**src/hw/aes_pkg.sv**
```systemverilog
package aes_pkg;
   // ==========================================
   // Widths and map
   localparam int ACC_W = 40;
   localparam int TRN_W = 16;
   localparam logic [7:0] OFF_SRC1_LO = 8'h00;
   localparam logic [7:0] OFF_SRC1_HI = 8'h04;
   localparam logic [7:0] OFF_SRC2_LO = 8'h08;
   localparam logic [7:0] OFF_SRC2_HI = 8'h0C;
   localparam logic [7:0] OFF_CTRL = 8'h10;
   localparam logic [7:0] OFF_CMD = 8'h14;
   localparam logic [7:0] OFF_EXT_LO = 8'h18;
   localparam logic [7:0] OFF_EXT_HI = 8'h1C;
   localparam logic [7:0] OFF_DIFF_LO = 8'h20;
   localparam logic [7:0] OFF_DIFF_HI = 8'h24;
   localparam logic [7:0] OFF_TRN = 8'h28;
   localparam logic [7:0] OFF_STATUS = 8'h2C;
   // ==========================================
   // Field positions and reset values
   localparam int CTRL_WIDE_BIT = 0;
   localparam int CTRL_SAT_BIT = 1;
   localparam int CTRL_LEGACY_BIT = 2;
   localparam int CMD_OP_BIT = 0;
   localparam int CMD_SEL_BIT = 1;
   localparam int STAT_OVF_BIT = 0;
   localparam int STAT_CARRY_BIT = 1;
   localparam logic [2:0] CTRL_RST = 3'h0;
   localparam logic [15:0] TRN_RST = 16'h0000;
   // ==========================================
   // Saturation values and response codes
   localparam logic [15:0] SAT_LO_POS = 16'h7FFF;
   localparam logic [15:0] SAT_LO_NEG = 16'h8000;
   localparam logic [23:0] SAT_HI_POS = 24'h007FFF;
   localparam logic [23:0] SAT_HI_NEG = 24'hFF8000;
   localparam logic [39:0] SAT40_POS = 40'h7FFFFFFFFF;
   localparam logic [39:0] SAT40_NEG = 40'h8000000000;
   localparam logic [39:0] SAT32_POS = 40'h007FFFFFFF;
   localparam logic [39:0] SAT32_NEG = 40'hFF80000000;
   localparam logic [1:0] RESP_OKAY = 2'h0;
   localparam logic [1:0] RESP_SLVERR = 2'h2;
   // ==========================================
   // Types
   typedef struct packed {
      logic [39:0] ext;
      logic [39:0] diff;
      logic dec_hi;
      logic dec_lo;
      logic ovf;
      logic carry;
   } aes_res_s;
   typedef enum logic [1:0] {AES_WR_COLLECT = 2'b01, AES_WR_RESP = 2'b10} aes_wr_e;
   typedef enum logic [1:0] {AES_RD_IDLE = 2'b01, AES_RD_DATA = 2'b10} aes_rd_e;
endpackage

```
**src/hw/aes_core.sv**
```systemverilog
// Register access over AXI4-Lite and the address map were decided locally.
`timescale 1ns/100ps
// How it works
// - Dual mode splits into independent 16-bit low and 24-bit high paths.
// - Guard bits join the high path, spanning bits 39 to 16.
// - Dual min writes second minus first, high and low separately.
// - Low path overflow detected at bit 15.
// - High overflow at bit 31; either path sets the overflow flag, the low path only outside legacy.
// - Dual carry is the high path carry at bit 31.
// - Saturation on low overflow gives 7FFF or 8000.
// - Saturation on high overflow gives 007FFF or FF8000.
// - Sign bits are 15 for low and 31 for high comparison.
// - Both decision registers shift right; new bits at 15.
// - Decision 0 when first source wins, 1 otherwise.
// - Dual min picks first part only when strictly less.
// - Legacy dual min: no saturation, overflow only from high path.
// - Whole dual selection done in one cycle.
// - 40-bit max writes second minus first over 40 bits.
// - Narrow width compares bits 31-0, first wins only if greater.
// - Wide width compares all 40 bits; full source copied.
// - 40-bit max shifts the selected decision register, picked by command.
// - 40-bit max carry is the complement of the borrow.
// - Legacy 40-bit max compares as if wide width set.
module aes_core #(
   parameter int ADDR_W = 8
) (
   input wire logic aclk,
   input wire logic aresetn,
   input wire logic [ADDR_W-1:0] s_axi_awaddr,
   input wire logic s_axi_awvalid,
   output logic s_axi_awready,
   input wire logic [31:0] s_axi_wdata,
   input wire logic [3:0] s_axi_wstrb,
   input wire logic s_axi_wvalid,
   output logic s_axi_wready,
   output logic [1:0] s_axi_bresp,
   output logic s_axi_bvalid,
   input wire logic s_axi_bready,
   input wire logic [ADDR_W-1:0] s_axi_araddr,
   input wire logic s_axi_arvalid,
   output logic s_axi_arready,
   output logic [31:0] s_axi_rdata,
   output logic [1:0] s_axi_rresp,
   output logic s_axi_rvalid,
   input wire logic s_axi_rready
);
   // Decode looks at bits 7:2, so a narrower bus cannot reach the map
   if (ADDR_W < 8) begin : g_addr_check
      $error("ADDR_W must be at least 8");
   end

   // ==========================================
   // Storage
   logic [39:0] src1_r, src2_r, ext_r, diff_r;
   logic [2:0] ctrl_r;
   logic [15:0] trn_hi_r, trn_lo_r;
   logic ovf_r, carry_r;
   logic [7:0] waddr_r;
   logic wup_r, aw_have_r, w_have_r;
   logic [31:0] wdata_r;
   logic [3:0] wstrb_r;
   aes_pkg::aes_wr_e wr_state_r;
   aes_pkg::aes_rd_e rd_state_r;
   logic awready_r, wready_r, bvalid_r, arready_r, rvalid_r;
   logic [1:0] bresp_r, rresp_r;
   logic [31:0] rdata_r;

   // ==========================================
   // Operand views
   wire [39:0] x = src1_r;
   wire [39:0] y = src2_r;
   wire wide = ctrl_r[aes_pkg::CTRL_WIDE_BIT];
   wire sat = ctrl_r[aes_pkg::CTRL_SAT_BIT];
   wire legacy = ctrl_r[aes_pkg::CTRL_LEGACY_BIT];

   // Dual path split, low 16 and high 24 bits
   wire [16:0] lo_sub = {1'b0, y[15:0]} - {1'b0, x[15:0]};
   wire [24:0] hi_sub = {1'b0, y[39:16]} - {1'b0, x[39:16]};
   wire [15:0] lo_raw = lo_sub[15:0];
   wire [23:0] hi_raw = hi_sub[23:0];
   wire lo_ov = (y[15] ^ x[15]) & (lo_raw[15] ^ y[15]);
   wire hi_ov = (y[31] ^ x[31]) & (hi_raw[15] ^ y[31]);
   wire lo_ov_eff = lo_ov & ~legacy;
   wire sat_dual = sat & ~legacy;
   wire [15:0] lo_sat = y[15] ? aes_pkg::SAT_LO_NEG : aes_pkg::SAT_LO_POS;
   wire [23:0] hi_sat = y[31] ? aes_pkg::SAT_HI_NEG : aes_pkg::SAT_HI_POS;
   wire [15:0] lo_diff = (sat_dual & lo_ov) ? lo_sat : lo_raw;
   wire [23:0] hi_diff = (sat_dual & hi_ov) ? hi_sat : hi_raw;
   wire dual_carry = (y[31:16] >= x[31:16]);
   // Signed compare on each path
   wire hi_take_x = $signed(x[31:16]) < $signed(y[31:16]);
   wire lo_take_x = $signed(x[15:0]) < $signed(y[15:0]);
   wire [23:0] hi_ext = hi_take_x ? x[39:16] : y[39:16];
   wire [15:0] lo_ext = lo_take_x ? x[15:0] : y[15:0];

   // Single 40-bit maximum
   wire [40:0] w_sub = {1'b0, y} - {1'b0, x};
   wire [39:0] w_raw = w_sub[39:0];
   // Legacy code compares at full width but keeps the narrow overflow rules
   wire cmp_wide = wide | legacy;
   wire max_take_x = cmp_wide ? ($signed(x) > $signed(y)) : ($signed(x[31:0]) > $signed(y[31:0]));
   wire ov40 = (y[39] ^ x[39]) & (w_raw[39] ^ y[39]);
   wire ov32 = (y[31] ^ x[31]) & (w_raw[31] ^ y[31]);
   wire max_ov = wide ? ov40 : ov32;
   wire [39:0] sat_n = y[31] ? aes_pkg::SAT32_NEG : aes_pkg::SAT32_POS;
   wire [39:0] sat_w = y[39] ? aes_pkg::SAT40_NEG : aes_pkg::SAT40_POS;
   wire [39:0] max_diff = (sat & max_ov) ? (wide ? sat_w : sat_n) : w_raw;

   // Result selection by command
   wire cmd_max = wdata_r[aes_pkg::CMD_OP_BIT];
   wire cmd_sel = wdata_r[aes_pkg::CMD_SEL_BIT];
   aes_pkg::aes_res_s res;
   assign res.ext = cmd_max ? (max_take_x ? x : y) : {hi_ext, lo_ext};
   assign res.diff = cmd_max ? max_diff : {hi_diff, lo_diff};
   assign res.dec_hi = cmd_max ? ~max_take_x : ~hi_take_x;
   assign res.dec_lo = ~lo_take_x;
   assign res.ovf = cmd_max ? max_ov : (hi_ov | lo_ov_eff);
   assign res.carry = cmd_max ? ~w_sub[40] : dual_carry;

   // ==========================================
   // Write channel handshake
   wire aw_take = s_axi_awvalid & awready_r;
   wire w_take = s_axi_wvalid & wready_r;
   // Commit waits for both halves; their order of arrival is free
   wire commit = aw_have_r & w_have_r & (wr_state_r == aes_pkg::AES_WR_COLLECT);
   wire resp_done = bvalid_r & s_axi_bready;
   wire aw_have_nxt = (aw_have_r & ~commit) | aw_take;
   wire w_have_nxt = (w_have_r & ~commit) | w_take;
   wire bvalid_nxt = commit | (bvalid_r & ~resp_done);
   wire [7:0] awa = {s_axi_awaddr[7:2], 2'b00};
   wire awup = (s_axi_awaddr >> 8) == 0;
   wire hit = (waddr_r <= aes_pkg::OFF_STATUS) & wup_r;
   wire we = commit & hit;
   wire we_s1l = we & (waddr_r == aes_pkg::OFF_SRC1_LO);
   wire we_s1h = we & (waddr_r == aes_pkg::OFF_SRC1_HI);
   wire we_s2l = we & (waddr_r == aes_pkg::OFF_SRC2_LO);
   wire we_s2h = we & (waddr_r == aes_pkg::OFF_SRC2_HI);
   wire we_ctrl = we & (waddr_r == aes_pkg::OFF_CTRL);
   wire we_trn = we & (waddr_r == aes_pkg::OFF_TRN);
   wire we_stat = we & (waddr_r == aes_pkg::OFF_STATUS);
   wire fire = we & (waddr_r == aes_pkg::OFF_CMD) & wstrb_r[0];

   // Old value of the targeted register
   wire [31:0] old_w = we_s1l ? src1_r[31:0] : we_s1h ? {24'h000000, src1_r[39:32]} :
                       we_s2l ? src2_r[31:0] : we_s2h ? {24'h000000, src2_r[39:32]} :
                       we_ctrl ? {29'h00000000, ctrl_r} : {trn_lo_r, trn_hi_r};
   wire [31:0] merged;
   genvar gi;
   // Byte lane merge under strobes
   generate
      for (gi = 0; gi < 4; gi++) begin : g_lane
         assign merged[8*gi +: 8] = wstrb_r[gi] ? wdata_r[8*gi +: 8] : old_w[8*gi +: 8];
      end
   endgenerate

   // Decision register next values
   wire [15:0] trn_hi_sh = {res.dec_hi, trn_hi_r[15:1]};
   wire [15:0] trn_lo_sh = {(cmd_max ? res.dec_hi : res.dec_lo), trn_lo_r[15:1]};
   wire shift_hi = fire & (~cmd_max | ~cmd_sel);
   wire shift_lo = fire & (~cmd_max | cmd_sel);
   // Set beats clear, so an overflow is never lost to a late clear
   wire ovf_clr = we_stat & wstrb_r[0] & wdata_r[aes_pkg::STAT_OVF_BIT];
   wire ovf_nxt = (fire & res.ovf) | (ovf_r & ~ovf_clr);

   // ==========================================
   // Read decode
   wire [7:0] ara = {s_axi_araddr[7:2], 2'b00};
   wire arup = (s_axi_araddr >> 8) == 0;
   wire rhit = arup & (ara <= aes_pkg::OFF_STATUS);
   wire [31:0] rd_mux = (ara == aes_pkg::OFF_SRC1_LO) ? src1_r[31:0] :
                        (ara == aes_pkg::OFF_SRC1_HI) ? {24'h000000, src1_r[39:32]} :
                        (ara == aes_pkg::OFF_SRC2_LO) ? src2_r[31:0] :
                        (ara == aes_pkg::OFF_SRC2_HI) ? {24'h000000, src2_r[39:32]} :
                        (ara == aes_pkg::OFF_CTRL) ? {29'h00000000, ctrl_r} :
                        (ara == aes_pkg::OFF_EXT_LO) ? ext_r[31:0] :
                        (ara == aes_pkg::OFF_EXT_HI) ? {24'h000000, ext_r[39:32]} :
                        (ara == aes_pkg::OFF_DIFF_LO) ? diff_r[31:0] :
                        (ara == aes_pkg::OFF_DIFF_HI) ? {24'h000000, diff_r[39:32]} :
                        (ara == aes_pkg::OFF_TRN) ? {trn_lo_r, trn_hi_r} :
                        (ara == aes_pkg::OFF_STATUS) ? {30'h00000000, carry_r, ovf_r} : 32'h00000000;
   wire ar_take = s_axi_arvalid & arready_r;
   wire r_done = rvalid_r & s_axi_rready;

   // ==========================================
   // Write channel flops
   always_ff @(posedge aclk) begin
      if (!aresetn) begin
         aw_have_r <= 1'b0;
         w_have_r <= 1'b0;
         awready_r <= 1'b0;
         wready_r <= 1'b0;
         bvalid_r <= 1'b0;
         bresp_r <= aes_pkg::RESP_OKAY;
         waddr_r <= 8'h00;
         wup_r <= 1'b0;
         wdata_r <= 32'h00000000;
         wstrb_r <= 4'h0;
         wr_state_r <= aes_pkg::AES_WR_COLLECT;
      end else begin
         aw_have_r <= aw_have_nxt;
         w_have_r <= w_have_nxt;
         awready_r <= ~aw_have_nxt & ~bvalid_nxt;
         wready_r <= ~w_have_nxt & ~bvalid_nxt;
         bvalid_r <= bvalid_nxt;
         if (aw_take) begin
            waddr_r <= awa;
            wup_r <= awup;
         end
         if (w_take) begin
            wdata_r <= s_axi_wdata;
            wstrb_r <= s_axi_wstrb;
         end
         case (wr_state_r)
            aes_pkg::AES_WR_COLLECT: begin
               if (commit) begin
                  wr_state_r <= aes_pkg::AES_WR_RESP;
                  bresp_r <= hit ? aes_pkg::RESP_OKAY : aes_pkg::RESP_SLVERR;
               end
            end
            aes_pkg::AES_WR_RESP: begin
               if (resp_done) wr_state_r <= aes_pkg::AES_WR_COLLECT;
            end
            default: wr_state_r <= aes_pkg::AES_WR_COLLECT;
         endcase
      end
   end

   // Operand and control registers
   always_ff @(posedge aclk) begin
      if (!aresetn) begin
         src1_r <= 40'h0000000000;
         src2_r <= 40'h0000000000;
         ctrl_r <= aes_pkg::CTRL_RST;
      end else begin
         if (we_s1l) src1_r[31:0] <= merged;
         if (we_s1h) src1_r[39:32] <= merged[7:0];
         if (we_s2l) src2_r[31:0] <= merged;
         if (we_s2h) src2_r[39:32] <= merged[7:0];
         if (we_ctrl) ctrl_r <= merged[2:0];
      end
   end

   // Results: sources are read in the same edge that stores them
   always_ff @(posedge aclk) begin
      if (!aresetn) begin
         ext_r <= 40'h0000000000;
         diff_r <= 40'h0000000000;
         carry_r <= 1'b0;
         ovf_r <= 1'b0;
         trn_hi_r <= aes_pkg::TRN_RST;
         trn_lo_r <= aes_pkg::TRN_RST;
      end else begin
         ovf_r <= ovf_nxt;
         if (fire) begin
            ext_r <= res.ext;
            diff_r <= res.diff;
            carry_r <= res.carry;
         end
         if (we_trn) begin
            trn_hi_r <= merged[15:0];
            trn_lo_r <= merged[31:16];
         end else begin
            if (shift_hi) trn_hi_r <= trn_hi_sh;
            if (shift_lo) trn_lo_r <= trn_lo_sh;
         end
      end
   end

   // Read channel
   always_ff @(posedge aclk) begin
      if (!aresetn) begin
         rd_state_r <= aes_pkg::AES_RD_IDLE;
         arready_r <= 1'b0;
         rvalid_r <= 1'b0;
         rdata_r <= 32'h00000000;
         rresp_r <= aes_pkg::RESP_OKAY;
      end else begin
         case (rd_state_r)
            aes_pkg::AES_RD_IDLE: begin
               arready_r <= ~ar_take;
               if (ar_take) begin
                  rd_state_r <= aes_pkg::AES_RD_DATA;
                  rvalid_r <= 1'b1;
                  rdata_r <= rd_mux;
                  rresp_r <= rhit ? aes_pkg::RESP_OKAY : aes_pkg::RESP_SLVERR;
               end
            end
            aes_pkg::AES_RD_DATA: begin
               if (r_done) begin
                  rd_state_r <= aes_pkg::AES_RD_IDLE;
                  rvalid_r <= 1'b0;
                  arready_r <= 1'b1;
               end
            end
            default: rd_state_r <= aes_pkg::AES_RD_IDLE;
         endcase
      end
   end

   assign s_axi_awready = awready_r;
   assign s_axi_wready = wready_r;
   assign s_axi_bvalid = bvalid_r;
   assign s_axi_bresp = bresp_r;
   assign s_axi_arready = arready_r;
   assign s_axi_rvalid = rvalid_r;
   assign s_axi_rdata = rdata_r;
   assign s_axi_rresp = rresp_r;

   // ==========================================
   // Checks
   // Results are checked one edge after the command commits
   wire dual_f = fire & ~cmd_max;
   wire max_f = fire & cmd_max;
   a_dual_diff: assert property (@(posedge aclk) disable iff (!aresetn)
      dual_f && !sat |=> diff_r == {$past(hi_raw), $past(lo_raw)})
      else $error("dual difference wrong");
   a_lo_sat: assert property (@(posedge aclk) disable iff (!aresetn)
      dual_f && sat && !legacy && lo_ov |=> diff_r[15:0] == ($past(y[15]) ? 16'h8000 : 16'h7FFF))
      else $error("low saturation wrong");
   a_hi_sat: assert property (@(posedge aclk) disable iff (!aresetn)
      dual_f && sat && !legacy && hi_ov |=> diff_r[39:16] == ($past(y[31]) ? 24'hFF8000 : 24'h007FFF))
      else $error("high saturation wrong");
   a_legacy_ovf: assert property (@(posedge aclk) disable iff (!aresetn)
      dual_f && legacy && !ovf_r && !hi_ov |=> !ovf_r && diff_r[15:0] == $past(lo_raw))
      else $error("legacy dual overflow wrong");
   a_ovf_sets: assert property (@(posedge aclk) disable iff (!aresetn)
      fire && res.ovf |=> ovf_r)
      else $error("overflow flag not set");
   a_dual_carry: assert property (@(posedge aclk) disable iff (!aresetn)
      dual_f |=> carry_r == ($past(y[31:16]) >= $past(x[31:16])))
      else $error("dual carry wrong");
   a_min_pick: assert property (@(posedge aclk) disable iff (!aresetn)
      dual_f |=> trn_hi_r[15] == ($signed($past(x[31:16])) >= $signed($past(y[31:16])))
         && ext_r[39:16] == (trn_hi_r[15] ? $past(y[39:16]) : $past(x[39:16])))
      else $error("min decision mismatch");
   a_min_low: assert property (@(posedge aclk) disable iff (!aresetn)
      dual_f |=> trn_lo_r[15] == ($signed($past(x[15:0])) >= $signed($past(y[15:0])))
         && ext_r[15:0] == (trn_lo_r[15] ? $past(y[15:0]) : $past(x[15:0])))
      else $error("low min decision mismatch");
   a_lo_ovf: assert property (@(posedge aclk) disable iff (!aresetn)
      dual_f && !legacy && (y[15] != x[15]) && (lo_raw[15] != y[15]) |=> ovf_r)
      else $error("low overflow not reported");
   a_trn_shift: assert property (@(posedge aclk) disable iff (!aresetn)
      dual_f |=> trn_hi_r[14:0] == $past(trn_hi_r[15:1]) && trn_lo_r[14:0] == $past(trn_lo_r[15:1]))
      else $error("decision shift wrong");
   a_max_wide: assert property (@(posedge aclk) disable iff (!aresetn)
      max_f && legacy |=> ext_r == (($signed($past(x)) > $signed($past(y))) ? $past(x) : $past(y)))
      else $error("wide max selection wrong");
   a_max_carry: assert property (@(posedge aclk) disable iff (!aresetn)
      max_f |=> carry_r == ($past(y) >= $past(x)))
      else $error("max carry wrong");
   a_max_diff: assert property (@(posedge aclk) disable iff (!aresetn)
      max_f && !sat |=> diff_r == $past(y) - $past(x))
      else $error("max difference wrong");
   a_max_narrow: assert property (@(posedge aclk) disable iff (!aresetn)
      max_f && !wide && !legacy
      |=> ext_r == (($signed($past(x[31:0])) > $signed($past(y[31:0]))) ? $past(x) : $past(y)))
      else $error("narrow max selection wrong");
   a_max_shift: assert property (@(posedge aclk) disable iff (!aresetn)
      max_f && cmd_sel |=> trn_lo_r[14:0] == $past(trn_lo_r[15:1]) && trn_hi_r == $past(trn_hi_r))
      else $error("selected decision shift wrong");
   a_max_sat: assert property (@(posedge aclk) disable iff (!aresetn)
      max_f && sat && wide && ov40 |=> diff_r == ($past(y[39]) ? 40'h8000000000 : 40'h7FFFFFFFFF))
      else $error("wide max saturation wrong");
   a_bresp_soon: assert property (@(posedge aclk) disable iff (!aresetn)
      commit |=> bvalid_r)
      else $error("write response late");
   c_dual: cover property (@(posedge aclk) disable iff (!aresetn) dual_f && hi_ov && lo_ov);
   c_max_sel: cover property (@(posedge aclk) disable iff (!aresetn) max_f && cmd_sel);
   c_max_sat: cover property (@(posedge aclk) disable iff (!aresetn) max_f && sat && max_ov);
   c_legacy: cover property (@(posedge aclk) disable iff (!aresetn) dual_f && legacy);
endmodule

```
**config.mk**
```make
export PLATFORM = sky130hd
export DESIGN_NAME = aes_core
export DESIGN_NICKNAME = d
export VERILOG_FILES = /design/src/hw/aes_pkg.sv /design/src/hw/aes_core.sv
export SDC_FILE = /design/constraint.sdc
export NUM_CORES = 1
export LEC_CHECK = 0
export BUFFER_PORTS_ARGS = -buffer_cell sky130_fd_sc_hd__buf_2
export CAP_MARGIN = 20
export CELL_PAD_IN_SITES_DETAIL_PLACEMENT = 0
export CELL_PAD_IN_SITES_GLOBAL_PLACEMENT = 1
export CORE_MARGIN = 2
export CORE_UTILIZATION = 40
export CTS_BUF_LIST = sky130_fd_sc_hd__clkbuf_16
export DETAILED_ROUTE_END_ITERATION = 7
export MAX_ROUTING_LAYER = met4
export PLACE_DENSITY_LB_ADDON = 0.1
export SETUP_SLACK_MARGIN = 0.02
export SYNTH_ARGS = -nofsm -noshare
export SYNTH_HDL_FRONTEND = slang
export SYNTH_SLANG_ARGS = --single-unit
```
**constraint.sdc**
```tcl
create_clock -name aclk -period 8 [get_ports aclk]
set_input_delay 1.6 -clock aclk [delete_from_list [all_inputs] [get_ports aclk]]
set_output_delay 1.6 -clock aclk [all_outputs]
set_load 0.02 [all_outputs]
```
==> report_table.html, run 1 <==
<table>
<tr><th>Metric</th><th>Value</th></tr>
<tr><th colspan="2">Run status</th></tr>
<tr><td>Run status</td><td>finished clean</td></tr>
<tr><th colspan="2">Detailed routing</th></tr>
<tr><td>Average vias per placed instance</td><td>6.12</td></tr>
<tr><td>Remaining routing DRC violations</td><td>0</td></tr>
<tr><td>Total number of vias</td><td>18.0k</td></tr>
<tr><td>Antenna Violating Nets Remaining</td><td>0</td></tr>
<tr><td>Initial detailed-routing violation count</td><td>1,756</td></tr>
<tr><td>Detailed Routing Iterations Pass 1</td><td>5</td></tr>
<tr><td>Routed len/inst</td><td>24.2 um</td></tr>
<tr><td>Routed wire length</td><td>71,200 um</td></tr>
<tr><th colspan="2">CTS</th></tr>
<tr><td>Postcts setup bufs</td><td>0</td></tr>
<tr><td>Clk_lat worst skew</td><td>570 ps</td></tr>
<tr><td>CTS tree</td><td>built</td></tr>
<tr><td>CTS clk-pin slew, worst paths</td><td>60 ps</td></tr>
<tr><td>Maximum number of buffers from clock root to sink</td><td>3</td></tr>
<tr><td>Number of resized instances in the post-cts repair step</td><td>0</td></tr>
<tr><td>Number of sinks driven by the clock tree</td><td>285</td></tr>
<tr><td>H-tree Lvls</td><td>2</td></tr>
<tr><td>Num CTS Buffers</td><td>37</td></tr>
<tr><td>Cell at the root of the clock tree</td><td>sky130_fd_sc_hd__clkbuf_16</td></tr>
<tr><td>Hold buffer count at cts</td><td>0</td></tr>
<tr><th colspan="2">Floorplan</th></tr>
<tr><td>Ports</td><td>100</td></tr>
<tr><td>Die span in y</td><td>215 um</td></tr>
<tr><td>Num rows</td><td>77</td></tr>
<tr><td>Chip Width</td><td>215 um</td></tr>
<tr><td>Core area</td><td>0.0440 mm2</td></tr>
<tr><td>Die Outline Area</td><td>0.0461 mm2</td></tr>
<tr><td>Initial cell density of the core</td><td>40.3%</td></tr>
<tr><th colspan="2">Finish</th></tr>
<tr><td>Proportion of layout cells with a drive suffix above 1</td><td>11.0%</td></tr>
<tr><td>Area Growth Syn to Fin</td><td>10.8%</td></tr>
<tr><td>Final net count</td><td>2,459</td></tr>
<tr><td>ANT cells</td><td>0</td></tr>
<tr><th colspan="2">Synth</th></tr>
<tr><td>Largest family of logic cells by synthesized area</td><td>compound AO/OA/AOI/OAI gates</td></tr>
<tr><td>Multiplexer share of the synthesized area</td><td>4.48%</td></tr>
<tr><td>Most used standard cells in the synthesized netlist</td><td>sky130_fd_sc_hd__nand2_1, sky130_fd_sc_hd__dfxtp_1, sky130_fd_sc_hd__a21oi_1</td></tr>
<tr><td>Post-synth EDFFs</td><td>0</td></tr>
<tr><td>Fraction of registers with async set or reset after synthesis</td><td>0%</td></tr>
<tr><td>Ranking of synthesized cells by area</td><td>sky130_fd_sc_hd__dfxtp_1, sky130_fd_sc_hd__a21oi_1, sky130_fd_sc_hd__nand2_1</td></tr>
<tr><td>Synth Instances</td><td>2,341</td></tr>
<tr><td>Share of synthesized cell area in and, or, nand and nor gates</td><td>16.9%</td></tr>
<tr><td>Number of synthesized register bits</td><td>285</td></tr>
<tr><td>Share of the synthesized area in the top cell type</td><td>32.1%</td></tr>
<tr><td>Arithmetic-cell share of the synthesized area counting full adders, half adders and majority gates</td><td>6.00%</td></tr>
<tr><td>Compound-cell area share of the yosys netlist</td><td>30.9%</td></tr>
<tr><td>Synth Cell Area</td><td>0.0178 mm2</td></tr>
<tr><td>Register area share after synthesis</td><td>32.1%</td></tr>
<tr><td>Synth cell types</td><td>81</td></tr>
<tr><td>Number of warning messages in the yosys log</td><td>0</td></tr>
<tr><td>Synth Area in XOR/XNOR</td><td>2.96%</td></tr>
<tr><td>Most used flip-flop cell after synthesis</td><td>sky130_fd_sc_hd__dfxtp_1</td></tr>
<tr><td>Leading area contributor after synthesis</td><td>sky130_fd_sc_hd__dfxtp_1</td></tr>
<tr><td>Most common cell in the synthesized netlist</td><td>sky130_fd_sc_hd__nand2_1</td></tr>
<tr><td>Post-Synthesis Mean Instance Area</td><td>7.59 um2</td></tr>
<tr><th colspan="2">Global routing</th></tr>
<tr><td>Largest net degree at the start of global routing</td><td>65</td></tr>
<tr><td>GRT Residual Overflow</td><td>0</td></tr>
<tr><td>Vias in the first global route</td><td>17.0k</td></tr>
<tr><td>Global-route wire length before repair</td><td>107,000 um</td></tr>
<tr><td>Tot GR Track Use</td><td>30.8%</td></tr>
<tr><td>Antenna violations before repair</td><td>0</td></tr>
<tr><th colspan="2">Flow run</th></tr>
<tr><td>Max capacitance violation total</td><td>0</td></tr>
<tr><th colspan="2">STA</th></tr>
<tr><td>Maximum clock rate</td><td>0.223 GHz</td></tr>
<tr><td>Hold slack final</td><td>448 ps</td></tr>
<tr><td>Transition at the pin with the smallest max-transition slack</td><td>1230 ps</td></tr>
<tr><td>Post-layout min period</td><td>4480 ps</td></tr>
<tr><td>Total negative slack for setup checks</td><td>0 ps</td></tr>
<tr><td>Final period util</td><td>56.0%</td></tr>
<tr><td>Worst slew margin relative to its limit</td><td>17.4%</td></tr>
<tr><td>Unrepaired setup endpoints after global routing</td><td>false</td></tr>
<tr><td>Final worst-path setup slack</td><td>3520 ps</td></tr>
<tr><td>Count of endpoints failing hold in the final timing report</td><td>0</td></tr>
<tr><td>Final slew viol count</td><td>0</td></tr>
<tr><td>Final Skew</td><td>17.3 ps</td></tr>
<tr><td>Final-report setup violation count</td><td>0</td></tr>
<tr><th colspan="2">Placement</th></tr>
<tr><td>Minimum setup slack after placement</td><td>3370 ps</td></tr>
<tr><td>Port buffer count</td><td>93</td></tr>
<tr><td>Final HPWL DP</td><td>48,600 um</td></tr>
<tr><td>Final estimated routing congestion in global placement</td><td>0.936</td></tr>
<tr><th colspan="2">Critical path</th></tr>
<tr><td>CP endpoint</td><td>ext_r[0]</td></tr>
<tr><td>Reg-to-reg slack, setup</td><td>3520 ps</td></tr>
<tr><td>Reg2Reg Depth</td><td>12</td></tr>
<tr><td>R2R Path End</td><td>ext_r[0]</td></tr>
<tr><td>WP data arrival</td><td>4880 ps</td></tr>
<tr><td>Critical path origin</td><td>src1_r[31]</td></tr>
<tr><td>Kind of start point of the critical path</td><td>register</td></tr>
<tr><td>Classification of the worst setup path</td><td>reg -&gt; reg</td></tr>
<tr><td>Launch instance of the worst register-to-register path</td><td>src1_r[31]</td></tr>
<tr><td>Crit path max fanout</td><td>43</td></tr>
<tr><td>Required @ worst endpoint</td><td>8390 ps</td></tr>
<tr><td>Endpoint class of the critical path</td><td>register</td></tr>
<tr><th colspan="2">Power and ir drop</th></tr>
<tr><td>Power Density</td><td>168 mW/mm2</td></tr>
<tr><td>Leakage component of the power</td><td>0.00717 uW</td></tr>
<tr><td>Overall power after layout</td><td>3310 uW</td></tr>
<tr><td>VDD IR-drop max</td><td>0.000147 V</td></tr>
<tr><th colspan="2">Hold path</th></tr>
<tr><td>Worst Hold Class</td><td>reg -&gt; reg</td></tr>
</table>
worst max-delay path: stages, from the launching register on:
cell and delay [ps]:
sky130_fd_sc_hd__dfxtp_1 450, sky130_fd_sc_hd__inv_1 100, sky130_fd_sc_hd__ha_1 700, sky130_fd_sc_hd__nand4_1 200, sky130_fd_sc_hd__or2_1 370, sky130_fd_sc_hd__nor3_2 310
sky130_fd_sc_hd__nand3_1 180, sky130_fd_sc_hd__nor2_1 150, sky130_fd_sc_hd__nor2_1 80, sky130_fd_sc_hd__a22oi_2 170, sky130_fd_sc_hd__buf_4 590, sky130_fd_sc_hd__and3_1 810
sky130_fd_sc_hd__a211oi_1 170
metrics by stage:
stage | instances | utilization [%] | area (um2)
floorplan | 2342 | - | 17800
global placement | 2868 | 42.0 | 18500
detailed placement | 2868 | 42.0 | 18500
CTS | 2934 | 44.6 | 19600
global route | 2935 | 44.7 | 19700
finish | 2935 | 44.7 | 19700
power by group:
group / total (uW) / switching, uW / internal (uW)
logic: 213 / 150 / 62.9
clock network: 1620 / 693 / 928
registers: 1470 / 25.2 / 1450
total: 3310 / 869 / 2440
layer usage:
layer	wire length, um	GRT usage, %	part of all wire, %
met1	33300	43.8	47
met2	29700	44.2	42
met3	6180	5.28	8.7
met4	2000	9.77	2.8
met5	0	-	0
cells by family (layout without fill, tap and decap cells):
kind of cell / after synthesis / after routing
adder cells (fa/ha/maj): 84 / 84
XOR/XNOR: 60 / 60
other: 1 / 2
buffers and inverters: 293 / 294
AO/OA/AOI/OAI: 856 / 856
multiplexers: 73 / 73
flip-flops: 285 / 285
AND/OR/NAND/NOR: 689 / 689
how the worst min path moves through the flow:
stage	startpoint	cells past startpoint	end	slack (ps)
after floorplan	diff_r[0]	2	diff_r[0]	420
after global placement	diff_r[3]	2	diff_r[3]	430
after detailed placement	diff_r[3]	2	diff_r[3]	440
after CTS	diff_r[3]	2	diff_r[3]	450
after global routing	diff_r[3]	2	diff_r[3]	470
final	diff_r[3]	2	diff_r[3]	450
final cells by class:
| cell class | instances | area [um2] |
|---|---|---|
| Fill cell | 4595 | 24400 |
| Clock inverter | 28 | 195 |
| Inverter | 102 | 385 |
| Clock buffer | 38 | 951 |
| Multi-Input combinational cell | 1764 | 11000 |
| Tap cell | 592 | 741 |
| Timing Repair Buffer | 126 | 736 |
| Sequential cell | 285 | 5710 |
state kept, by name, indices dropped and copies added, names as in the netlist, 2 cells and up:
register and cells:
trn_hi_r 16, wdata_r 32, wr_state_r 2, s_axi_rdata 32, rd_state_r 2, ctrl_r 3, ext_r 40, src1_r 40
waddr_r 6, trn_lo_r 16, diff_r 40, wstrb_r 4, src2_r 40
placed cells by master, fill, tap and decap left out, types with 35 or more instances in the layout:
cell                        count
sky130_fd_sc_hd__nor2_1       184
sky130_fd_sc_hd__xnor2_1       35
sky130_fd_sc_hd__a311oi_1      41
sky130_fd_sc_hd__clkbuf_16     38
sky130_fd_sc_hd__ha_1          82
sky130_fd_sc_hd__a211oi_1      93
sky130_fd_sc_hd__dfxtp_1      285
sky130_fd_sc_hd__inv_1        109
sky130_fd_sc_hd__nand3_1       45
sky130_fd_sc_hd__mux2i_1       39
sky130_fd_sc_hd__o21ai_0      181
sky130_fd_sc_hd__a21oi_1      278
sky130_fd_sc_hd__buf_2         92
sky130_fd_sc_hd__nand2_1      319
Note: power is estimated with default switching activity, not from simulation.
==> run 2: changes to the inputs <==
- ABC_AREA: not set -> 1
- clock period: 8 -> 3.6 ns (I/O delays scaled with it)
==> run 2 against run 1 <==
  * Critical path depth rose by 5
  * Area after synthesis rose by 9.3%
  * Sequential cell count did not move
  * Count of clock-buffer cells in the layout fell by 1
  * Maximum frequency rose by 36%
  * First-iteration DRC count rose by 55%
  * Combinational power rose to 3.9 times the previous value
  * Via count rose by 21%
  * Clock skew rose by 7.9 ps
  * Total power rose by 140%
  * Routed wire length rose by 21%
  * Largest power group unchanged
==> report_table.html, run 2 <==
<table>
<tr><th>Metric</th><th>Value</th></tr>
<tr><th colspan="2">STA</th></tr>
<tr><td>Post-layout min period</td><td>3290 ps (was 4480 ps)</td></tr>
<tr><td>Transition at the pin with the smallest max-transition slack</td><td>1110 ps (was 1230 ps)</td></tr>
<tr><td>Worst slew margin relative to its limit</td><td>26.3% (was 17.4%)</td></tr>
<tr><td>Unrepaired setup endpoints after global routing</td><td>false (unchanged)</td></tr>
<tr><td>Total negative slack for setup checks</td><td>0 ps (unchanged)</td></tr>
<tr><td>Final period util</td><td>91.4% (was 56.0%)</td></tr>
<tr><td>Maximum clock rate</td><td>0.304 GHz (was 0.223 GHz)</td></tr>
<tr><td>Final-report setup violation count</td><td>0 (unchanged)</td></tr>
<tr><td>Final slew viol count</td><td>0 (unchanged)</td></tr>
<tr><td>Final Skew</td><td>25.1 ps (was 17.3 ps)</td></tr>
<tr><td>Count of endpoints failing hold in the final timing report</td><td>0 (unchanged)</td></tr>
<tr><th colspan="2">Flow run</th></tr>
<tr><td>Max capacitance violation total</td><td>0 (unchanged)</td></tr>
<tr><th colspan="2">Detailed routing</th></tr>
<tr><td>Antenna Violating Nets Remaining</td><td>0 (unchanged)</td></tr>
<tr><td>Average vias per placed instance</td><td>5.91 (was 6.12)</td></tr>
<tr><td>Detailed Routing Iterations Pass 1</td><td>5 (unchanged)</td></tr>
<tr><td>Remaining routing DRC violations</td><td>0 (unchanged)</td></tr>
<tr><td>Total number of vias</td><td>21.7k (was 18.0k)</td></tr>
<tr><td>Routed len/inst</td><td>23.3 um (was 24.2 um)</td></tr>
<tr><td>Initial detailed-routing violation count</td><td>2,728 (was 1,756)</td></tr>
<tr><td>Routed wire length</td><td>85,900 um (was 71,200 um)</td></tr>
<tr><th colspan="2">Power and ir drop</th></tr>
<tr><td>VDD IR-drop max</td><td>0.000349 V (was 0.000147 V)</td></tr>
<tr><td>Fraction of power spent switching nets</td><td>28.1% (was 26.3%)</td></tr>
<tr><td>Power share of the clock group</td><td>48.7% (was 49.0%)</td></tr>
<tr><td>Switching component of the power</td><td>2270 uW (was 869 uW)</td></tr>
<tr><td>Comb power frac</td><td>10.3% (was 6.4%)</td></tr>
<tr><td>Leakage component of the power</td><td>0.00974 uW (was 0.00717 uW)</td></tr>
<tr><td>Power Density</td><td>370 mW/mm2 (was 168 mW/mm2)</td></tr>
<tr><td>Overall power after layout</td><td>8070 uW (was 3310 uW)</td></tr>
<tr><td>Internal Dissipation</td><td>5800 uW (was 2440 uW)</td></tr>
<tr><td>Register share of total power</td><td>40.9% (was 44.5%)</td></tr>
<tr><th colspan="2">Critical path</th></tr>
<tr><td>Number of buffer and inverter stages on the critical path</td><td>2 (unchanged)</td></tr>
<tr><td>Reg2Reg Depth</td><td>17 (was 12)</td></tr>
<tr><td>Endpoint class of the critical path</td><td>register (unchanged)</td></tr>
<tr><td>Slowest library cell on the worst path</td><td>sky130_fd_sc_hd__ha_1 (was sky130_fd_sc_hd__and3_1)</td></tr>
<tr><td>WP data arrival</td><td>3790 ps (was 4880 ps)</td></tr>
<tr><td>Cell depth of the worst setup path</td><td>17 (was 12)</td></tr>
<tr><td>Required @ worst endpoint</td><td>4100 ps (was 8390 ps)</td></tr>
<tr><td>Dominant delay contributor by cell family on the critical path</td><td>simple AND/OR/NAND/NOR gates (unchanged)</td></tr>
<tr><td>Crit path max fanout</td><td>23 (was 43)</td></tr>
<tr><td>Classification of the worst setup path</td><td>reg -&gt; reg (unchanged)</td></tr>
<tr><td>Crit path cell chain</td><td>inv_1, ha_1, nand2_1, nor2_4, nand2_2, nor2_1, nand2_1, nand3_2, nand2_2, nand3_1, nand3_2, nand2_4, nand3_4, buf_12, nand3_2, nand2_1, a21oi_2 (was inv_1, ha_1, nand4_1, or2_1, nor3_2, nand3_1, nor2_1, nor2_1, a22oi_2, buf_4, and3_1, a211oi_1)</td></tr>
<tr><td>Slowest Stage Delay on Critical Path</td><td>510 ps (was 810 ps)</td></tr>
<tr><td>Kind of start point of the critical path</td><td>register (unchanged)</td></tr>
<tr><th colspan="2">Synth</th></tr>
<tr><td>Register area share after synthesis</td><td>29.4% (was 32.1%)</td></tr>
<tr><td>Most used flip-flop cell after synthesis</td><td>sky130_fd_sc_hd__dfxtp_1 (unchanged)</td></tr>
<tr><td>Ranking of synthesized cells by area</td><td>sky130_fd_sc_hd__dfxtp_1, sky130_fd_sc_hd__nand2_1, sky130_fd_sc_hd__o21ai_0 (was sky130_fd_sc_hd__dfxtp_1, sky130_fd_sc_hd__a21oi_1, sky130_fd_sc_hd__nand2_1)</td></tr>
<tr><td>Share of the synthesized area in the top cell type</td><td>29.4% (was 32.1%)</td></tr>
<tr><td>Synth Instances</td><td>3,011 (was 2,341)</td></tr>
<tr><td>Fraction of registers with async set or reset after synthesis</td><td>0% (unchanged)</td></tr>
<tr><td>Synth cell types</td><td>53 (was 81)</td></tr>
<tr><td>Most used standard cells in the synthesized netlist</td><td>sky130_fd_sc_hd__nand2_1, sky130_fd_sc_hd__o21ai_0, sky130_fd_sc_hd__a21oi_1 (was sky130_fd_sc_hd__nand2_1, sky130_fd_sc_hd__dfxtp_1, sky130_fd_sc_hd__a21oi_1)</td></tr>
<tr><td>Most common cell in the synthesized netlist</td><td>sky130_fd_sc_hd__nand2_1 (unchanged)</td></tr>
<tr><td>Synth Cell Area</td><td>0.0194 mm2 (was 0.0178 mm2)</td></tr>
<tr><td>Post-Synthesis Mean Instance Area</td><td>6.44 um2 (was 7.59 um2)</td></tr>
<tr><td>Post-synth EDFFs</td><td>0 (unchanged)</td></tr>
<tr><td>Number of synthesized register bits</td><td>285 (unchanged)</td></tr>
<tr><td>Number of warning messages in the yosys log</td><td>0 (unchanged)</td></tr>
<tr><td>Leading area contributor after synthesis</td><td>sky130_fd_sc_hd__dfxtp_1 (unchanged)</td></tr>
<tr><th colspan="2">Global routing</th></tr>
<tr><td>Tot GR Track Use</td><td>34.4% (was 30.8%)</td></tr>
<tr><td>Met3 layer usage reported by global route</td><td>6.77% (was 5.28%)</td></tr>
<tr><td>GRT Residual Overflow</td><td>0 (unchanged)</td></tr>
<tr><td>Largest net degree at the start of global routing</td><td>90 (was 65)</td></tr>
<tr><td>Vias in the first global route</td><td>19.9k (was 17.0k)</td></tr>
<tr><td>Met2 layer usage reported by global route</td><td>48.8% (was 44.2%)</td></tr>
<tr><td>Met1 Resource Use GR</td><td>49.3% (was 43.8%)</td></tr>
<tr><td>Global-route wire length before repair</td><td>127,000 um (was 107,000 um)</td></tr>
<tr><td>Most crowded layer after global routing</td><td>met1 (was met2)</td></tr>
<tr><td>Antenna violations before repair</td><td>0 (unchanged)</td></tr>
<tr><th colspan="2">Finish</th></tr>
<tr><td>Final net count</td><td>3,179 (was 2,459)</td></tr>
<tr><td>ANT cells</td><td>0 (unchanged)</td></tr>
<tr><td>Most common cell after layout, fill and taps aside</td><td>sky130_fd_sc_hd__nand2_1 (unchanged)</td></tr>
<tr><td>Area Growth Syn to Fin</td><td>12.4% (was 10.8%)</td></tr>
<tr><td>Commonest non-fill, non-tap cells in the layout</td><td>sky130_fd_sc_hd__nand2_1, sky130_fd_sc_hd__o21ai_0, sky130_fd_sc_hd__a21oi_1 (was sky130_fd_sc_hd__nand2_1, sky130_fd_sc_hd__dfxtp_1, sky130_fd_sc_hd__a21oi_1)</td></tr>
<tr><td>Proportion of layout cells with a drive suffix above 1</td><td>10.8% (was 11.0%)</td></tr>
<tr><th colspan="2">Floorplan</th></tr>
<tr><td>Ports</td><td>100 (unchanged)</td></tr>
<tr><td>Core area</td><td>0.0478 mm2 (was 0.0440 mm2)</td></tr>
<tr><td>Num rows</td><td>80 (was 77)</td></tr>
<tr><td>Chip Width</td><td>224 um (was 215 um)</td></tr>
<tr><td>Initial cell density of the core</td><td>40.6% (was 40.3%)</td></tr>
<tr><td>Die Outline Area</td><td>0.0503 mm2 (was 0.0461 mm2)</td></tr>
<tr><td>Die span in y</td><td>224 um (was 215 um)</td></tr>
<tr><th colspan="2">Placement</th></tr>
<tr><td>Port buffer count</td><td>93 (unchanged)</td></tr>
<tr><td>Final estimated routing congestion in global placement</td><td>0.992 (was 0.936)</td></tr>
<tr><td>Final HPWL DP</td><td>61,200 um (was 48,600 um)</td></tr>
<tr><th colspan="2">CTS</th></tr>
<tr><td>Postcts setup bufs</td><td>0 (unchanged)</td></tr>
<tr><td>CTS clk-pin slew, worst paths</td><td>60 ps (about the same)</td></tr>
<tr><td>Maximum number of buffers from clock root to sink</td><td>3 (unchanged)</td></tr>
<tr><td>Clk_lat worst skew</td><td>580 ps (was 570 ps)</td></tr>
<tr><td>H-tree Lvls</td><td>2 (unchanged)</td></tr>
<tr><td>CTS tree</td><td>built (unchanged)</td></tr>
<tr><td>Number of sinks driven by the clock tree</td><td>285 (unchanged)</td></tr>
<tr><td>Cell at the root of the clock tree</td><td>sky130_fd_sc_hd__clkbuf_16 (unchanged)</td></tr>
<tr><td>Number of resized instances in the post-cts repair step</td><td>0 (unchanged)</td></tr>
<tr><td>Num CTS Buffers</td><td>36 (was 37)</td></tr>
<tr><td>Hold buffer count at cts</td><td>0 (unchanged)</td></tr>
<tr><th colspan="2">Hold path</th></tr>
<tr><td>Cells on Worst Hold Path</td><td>3 (was 2)</td></tr>
<tr><td>Worst Hold Class</td><td>in -&gt; reg (was reg -&gt; reg)</td></tr>
<tr><th colspan="2">Run status</th></tr>
<tr><td>Run status</td><td>finished clean (unchanged)</td></tr>
</table>
run 2: worst reg2reg max path, stage by stage, from the launching register on:
cell and delay, ps:
sky130_fd_sc_hd__dfxtp_1 400, sky130_fd_sc_hd__inv_1 120, sky130_fd_sc_hd__ha_1 510, sky130_fd_sc_hd__nand2_1 200, sky130_fd_sc_hd__nor2_4 240, sky130_fd_sc_hd__nand2_2 130, sky130_fd_sc_hd__nor2_1 110, sky130_fd_sc_hd__nand2_1 120
sky130_fd_sc_hd__nand3_2 160, sky130_fd_sc_hd__nand2_2 80, sky130_fd_sc_hd__nand3_1 90, sky130_fd_sc_hd__nand3_2 100, sky130_fd_sc_hd__nand2_4 120, sky130_fd_sc_hd__nand3_4 170, sky130_fd_sc_hd__buf_12 250, sky130_fd_sc_hd__nand3_2 110
sky130_fd_sc_hd__nand2_1 140, sky130_fd_sc_hd__a21oi_2 160
run 2: kinds of logic after synthesis:
family | Yosys count | synth area share, %
fa+ha+maj | 84 | 5.49
xor+xnor | 43 | 1.98
other cells | 1 | 0.0193
simple gates | 1089 | 24.2
compound gates | 990 | 28.0
buf+inv | 519 | 10.8
flops | 285 | 29.4
run 2: routing by layer:
metal	vias up	share of wire [%]	routed length [um]
li1	10100	-	-
met1	10300	46	39800
met2	1108	41	35100
met3	151	10	8730
met4	0	2.7	2310
met5	-	0	0
run 2: path summary, 6_finish.rpt:
| check | start | to | slack [ps] |
|---|---|---|---|
| worst min register to register | s_axi_rdata[6] | s_axi_rdata[6] | 470 |
| worst max register to register | src1_r[19] | diff_r[20] | 310 |
| worst min-delay path | s_axi_wdata[31] | wdata_r[31] | 390 |
| worst max-delay path | src1_r[19] | diff_r[20] | 310 |
run 2: metrics by stage:
step	setup WS (ps)	hold slack (ps)	cells	cell area, um2	utilization, %
after floorplan	1200	429	3012	19400	-
after global placement	456	453	3613	20500	42.9
after detailed placement	445	458	3613	20500	42.9
after CTS	406	377	3679	21800	45.6
after global routing	135	401	3679	21800	45.6
final	310	386	3679	21800	45.6
run 2: final cells by class:
cell class | instances | area (um2)
clock inverters | 29 | 334
multi-input cells | 2208 | 11600
fillers | 5149 | 26000
flip-flops and latches | 285 | 5710
repair buffers | 176 | 1200
well taps | 615 | 769
clock buffers | 37 | 926
inverters | 329 | 1240
run 2: power groups by stage:
stage	clock [uW]	combinational (uW)	sequential, uW
finish	3930	833	3300
global route	4100	911	3310
CTS	3980	823	3300
detailed placement	0	819	3370
global placement	0	813	3370
floorplan	0	517	3360
==> run 3: changes to the inputs <==
- clock period: 3.6 -> 4 ns (I/O delays scaled with it)
==> run 3 against run 2 <==
  * Routed wire length shrank 1.6%
  * Total power shrank 14%
  * Cell count shrank 0.84%
  * Cell area shrank 1.7%
  * Critical path depth is the same
==> report_table.html, run 3 (synthesis results as in run 2) <==
<table>
<tr><th>Metric</th><th>Value</th></tr>
<tr><th colspan="2">CTS</th></tr>
<tr><td>Num CTS Buffers</td><td>37 (was 36)</td></tr>
<tr><td>Number of sinks driven by the clock tree</td><td>285 (unchanged)</td></tr>
<tr><td>H-tree Lvls</td><td>2 (unchanged)</td></tr>
<tr><td>Hold buffer count at cts</td><td>0 (unchanged)</td></tr>
<tr><td>CTS clk-pin slew, worst paths</td><td>60 ps (about the same)</td></tr>
<tr><td>Cell at the root of the clock tree</td><td>sky130_fd_sc_hd__clkbuf_16 (unchanged)</td></tr>
<tr><td>Clk_lat worst skew</td><td>560 ps (was 580 ps)</td></tr>
<tr><td>Number of resized instances in the post-cts repair step</td><td>0 (unchanged)</td></tr>
<tr><td>Postcts setup bufs</td><td>0 (unchanged)</td></tr>
<tr><td>CTS tree</td><td>built (unchanged)</td></tr>
<tr><td>Maximum number of buffers from clock root to sink</td><td>3 (unchanged)</td></tr>
<tr><th colspan="2">Global routing</th></tr>
<tr><td>Met2 layer usage reported by global route</td><td>48.4% (was 48.8%)</td></tr>
<tr><td>Global-route wire length before repair</td><td>126,000 um (was 127,000 um)</td></tr>
<tr><td>Met1 Resource Use GR</td><td>47.3% (was 49.3%)</td></tr>
<tr><td>Vias in the first global route</td><td>19.8k (was 19.9k)</td></tr>
<tr><td>Most crowded layer after global routing</td><td>met2 (was met1)</td></tr>
<tr><td>Antenna violations before repair</td><td>0 (unchanged)</td></tr>
<tr><td>GRT Residual Overflow</td><td>0 (unchanged)</td></tr>
<tr><td>Largest net degree at the start of global routing</td><td>90 (unchanged)</td></tr>
<tr><td>Tot GR Track Use</td><td>33.9% (was 34.4%)</td></tr>
<tr><td>Met3 layer usage reported by global route</td><td>7.79% (was 6.77%)</td></tr>
<tr><th colspan="2">Critical path</th></tr>
<tr><td>Number of buffer and inverter stages on the critical path</td><td>2 (unchanged)</td></tr>
<tr><td>Critical path origin</td><td>src1_r[17] (was src1_r[19])</td></tr>
<tr><td>Reg2Reg Depth</td><td>17 (unchanged)</td></tr>
<tr><td>Crit path cell chain</td><td>inv_1, ha_1, nand2_1, inv_1, nand2_1, nand2_1, a21oi_2, nand3_2, nand2_2, nand2_2, nand2_1, nand3_2, nand2_4, nand3_4, nand3_1, nand2_1, a21oi_2 (was inv_1, ha_1, nand2_1, nor2_4, nand2_2, nor2_1, nand2_1, nand3_2, nand2_2, nand3_1, nand3_2, nand2_4, nand3_4, buf_12, nand3_2, nand2_1, a21oi_2)</td></tr>
<tr><td>Crit path max fanout</td><td>32 (was 23)</td></tr>
<tr><td>Launch instance of the worst register-to-register path</td><td>src1_r[17] (was src1_r[19])</td></tr>
<tr><td>R2R Path End</td><td>diff_r[17] (was diff_r[20])</td></tr>
<tr><td>Library cell appearing most often on the critical path</td><td>sky130_fd_sc_hd__nand2_1</td></tr>
<tr><td>Reg-to-reg slack, setup</td><td>560 ps (was 310 ps)</td></tr>
<tr><td>CP endpoint</td><td>diff_r[17] (was diff_r[20])</td></tr>
<tr><td>Required @ worst endpoint</td><td>4460 ps (was 4100 ps)</td></tr>
<tr><td>Kind of start point of the critical path</td><td>register (unchanged)</td></tr>
<tr><td>Slowest Stage Delay on Critical Path</td><td>480 ps (was 510 ps)</td></tr>
<tr><td>WP data arrival</td><td>3900 ps (was 3790 ps)</td></tr>
<tr><td>Endpoint class of the critical path</td><td>register (unchanged)</td></tr>
<tr><td>Dominant delay contributor by cell family on the critical path</td><td>simple AND/OR/NAND/NOR gates (unchanged)</td></tr>
<tr><td>Slowest library cell on the worst path</td><td>sky130_fd_sc_hd__dfxtp_1 (was sky130_fd_sc_hd__ha_1)</td></tr>
<tr><td>Classification of the worst setup path</td><td>reg -&gt; reg (unchanged)</td></tr>
<tr><td>Cell depth of the worst setup path</td><td>17 (unchanged)</td></tr>
<tr><th colspan="2">Detailed routing</th></tr>
<tr><td>Total number of vias</td><td>21.3k (was 21.7k)</td></tr>
<tr><td>Remaining routing DRC violations</td><td>0 (unchanged)</td></tr>
<tr><td>Detailed Routing Iterations Pass 1</td><td>6 (was 5)</td></tr>
<tr><td>Routed len/inst</td><td>23.2 um (was 23.3 um)</td></tr>
<tr><td>Routed wire length</td><td>84,500 um (was 85,900 um)</td></tr>
<tr><td>Average vias per placed instance</td><td>5.85 (was 5.91)</td></tr>
<tr><td>Antenna Violating Nets Remaining</td><td>0 (unchanged)</td></tr>
<tr><td>Initial detailed-routing violation count</td><td>2,386 (was 2,728)</td></tr>
<tr><th colspan="2">Finish</th></tr>
<tr><td>ANT cells</td><td>0 (unchanged)</td></tr>
<tr><td>Commonest non-fill, non-tap cells in the layout</td><td>sky130_fd_sc_hd__nand2_1, sky130_fd_sc_hd__o21ai_0, sky130_fd_sc_hd__a21oi_1 (unchanged)</td></tr>
<tr><td>Most common cell after layout, fill and taps aside</td><td>sky130_fd_sc_hd__nand2_1 (unchanged)</td></tr>
<tr><td>Area Growth Syn to Fin</td><td>10.4% (was 12.4%)</td></tr>
<tr><td>Final net count</td><td>3,150 (was 3,179)</td></tr>
<tr><td>Final std cells w/o fill</td><td>3,648 (was 3,679)</td></tr>
<tr><td>Proportion of layout cells with a drive suffix above 1</td><td>9.73% (was 10.8%)</td></tr>
<tr><th colspan="2">Placement</th></tr>
<tr><td>Final HPWL DP</td><td>58,900 um (was 61,200 um)</td></tr>
<tr><td>Final estimated routing congestion in global placement</td><td>0.979 (was 0.992)</td></tr>
<tr><td>Number of placed instances, taps included</td><td>3,583 (was 3,613)</td></tr>
<tr><td>Minimum setup slack after placement</td><td>671 ps (was 445 ps)</td></tr>
<tr><td>Port buffer count</td><td>93 (unchanged)</td></tr>
<tr><th colspan="2">Flow run</th></tr>
<tr><td>Max capacitance violation total</td><td>0 (unchanged)</td></tr>
<tr><th colspan="2">Floorplan</th></tr>
<tr><td>Num rows</td><td>80 (unchanged)</td></tr>
<tr><td>Chip Width</td><td>224 um (unchanged)</td></tr>
<tr><td>Initial cell density of the core</td><td>40.6% (unchanged)</td></tr>
<tr><td>Ports</td><td>100 (unchanged)</td></tr>
<tr><td>Die Outline Area</td><td>0.0503 mm2 (unchanged)</td></tr>
<tr><td>Core area</td><td>0.0478 mm2 (unchanged)</td></tr>
<tr><td>Die span in y</td><td>224 um (unchanged)</td></tr>
<tr><th colspan="2">STA</th></tr>
<tr><td>Maximum clock rate</td><td>0.291 GHz (was 0.304 GHz)</td></tr>
<tr><td>Final-report setup violation count</td><td>0 (unchanged)</td></tr>
<tr><td>Total negative slack for setup checks</td><td>0 ps (unchanged)</td></tr>
<tr><td>Count of endpoints failing hold in the final timing report</td><td>0 (unchanged)</td></tr>
<tr><td>Post-layout min period</td><td>3440 ps (was 3290 ps)</td></tr>
<tr><td>Final slew viol count</td><td>0 (unchanged)</td></tr>
<tr><td>Worst slew margin relative to its limit</td><td>31.5% (was 26.3%)</td></tr>
<tr><td>Transition at the pin with the smallest max-transition slack</td><td>1030 ps (was 1110 ps)</td></tr>
<tr><td>Final Skew</td><td>16.4 ps (was 25.1 ps)</td></tr>
<tr><td>Final period util</td><td>85.9% (was 91.4%)</td></tr>
<tr><td>Final worst-path setup slack</td><td>564 ps (was 310 ps)</td></tr>
<tr><td>Unrepaired setup endpoints after global routing</td><td>false (unchanged)</td></tr>
<tr><th colspan="2">Power and ir drop</th></tr>
<tr><td>VDD IR-drop max</td><td>0.000294 V (was 0.000349 V)</td></tr>
<tr><td>Leakage component of the power</td><td>0.00954 uW (was 0.00974 uW)</td></tr>
<tr><td>Power Density</td><td>326 mW/mm2 (was 370 mW/mm2)</td></tr>
<tr><th colspan="2">Run status</th></tr>
<tr><td>Run status</td><td>finished clean (unchanged)</td></tr>
<tr><th colspan="2">Hold path</th></tr>
<tr><td>Worst Hold Class</td><td>reg -&gt; reg (was in -&gt; reg)</td></tr>
</table>
==> run 3: cell types whose count changed in the layout (fill, tap and decap cells not counted), sizes merged <==
cell / previous run / this run
inv: 330 / 331
bufinv: 6 / 3
clkinvlp: 4 / 0
clkinv: 18 / 23
buf: 176 / 146
==> run 3: area by class of cell <==
type	instances	area, um2
Inverter	329	1240
Timing Repair Buffer	146	953
Clock buffer	37	926
Tap cell	615	769
Fill cell	5156	26400
Multi-Input combinational cell	2208	11600
Sequential cell	285	5710
Clock inverter	28	205
==> run 3: how the worst min path moves through the flow <==
stage	from	end	slack, ps	cells after the start
finish	s_axi_rdata[4]	s_axi_rdata[4]	460	2
global route	s_axi_rdata[7]	s_axi_rdata[7]	480	2
CTS	wdata_r[6]	wdata_r[6]	460	2
detailed placement	wdata_r[6]	wdata_r[6]	450	2
global placement	wdata_r[6]	wdata_r[6]	450	2
floorplan	wdata_r[6]	wdata_r[6]	430	2
==> run 3: through the flow <==
stage / instance area (um2) / hold slack [ps] / power, uW / util (%)
6_report: 21400 / 460 / 6980 / 44.8
2_1_floorplan: 19400 / 429 / 3490 / -
5_1_grt: 21400 / 477 / 7210 / 44.8
3_5_place_dp: 20300 / 449 / 3770 / 42.4
4_1_cts: 21400 / 458 / 7010 / 44.8
3_3_place_gp: 20300 / 447 / 3760 / 42.4
==> run 3: routing by layer <==
metal  wire (um)  vias up  part of all wire [%]
li1            -    10100                     -
met4        2600        0                   3.1
met3        8970      160                    11
met1       37700     9998                    45
met5           0        -                     0
met2       35200     1084                    42
==> run 3: worst min-delay path, stage by stage (launching register included) <==
cell	delay (ps)
sky130_fd_sc_hd__dfxtp_1	300
sky130_fd_sc_hd__nand2_1	50
sky130_fd_sc_hd__a21oi_1	60
==> run 3: where the power goes <==
part | switching (uW) | total [uW] | leakage [uW] | internal [uW]
registers | 66.9 | 2970 | 0.00231 | 2900
logic | 529 | 757 | 0.00666 | 228
clock network | 1380 | 3250 | 0.000576 | 1870
total | 1970 | 6980 | 0.00954 | 5000
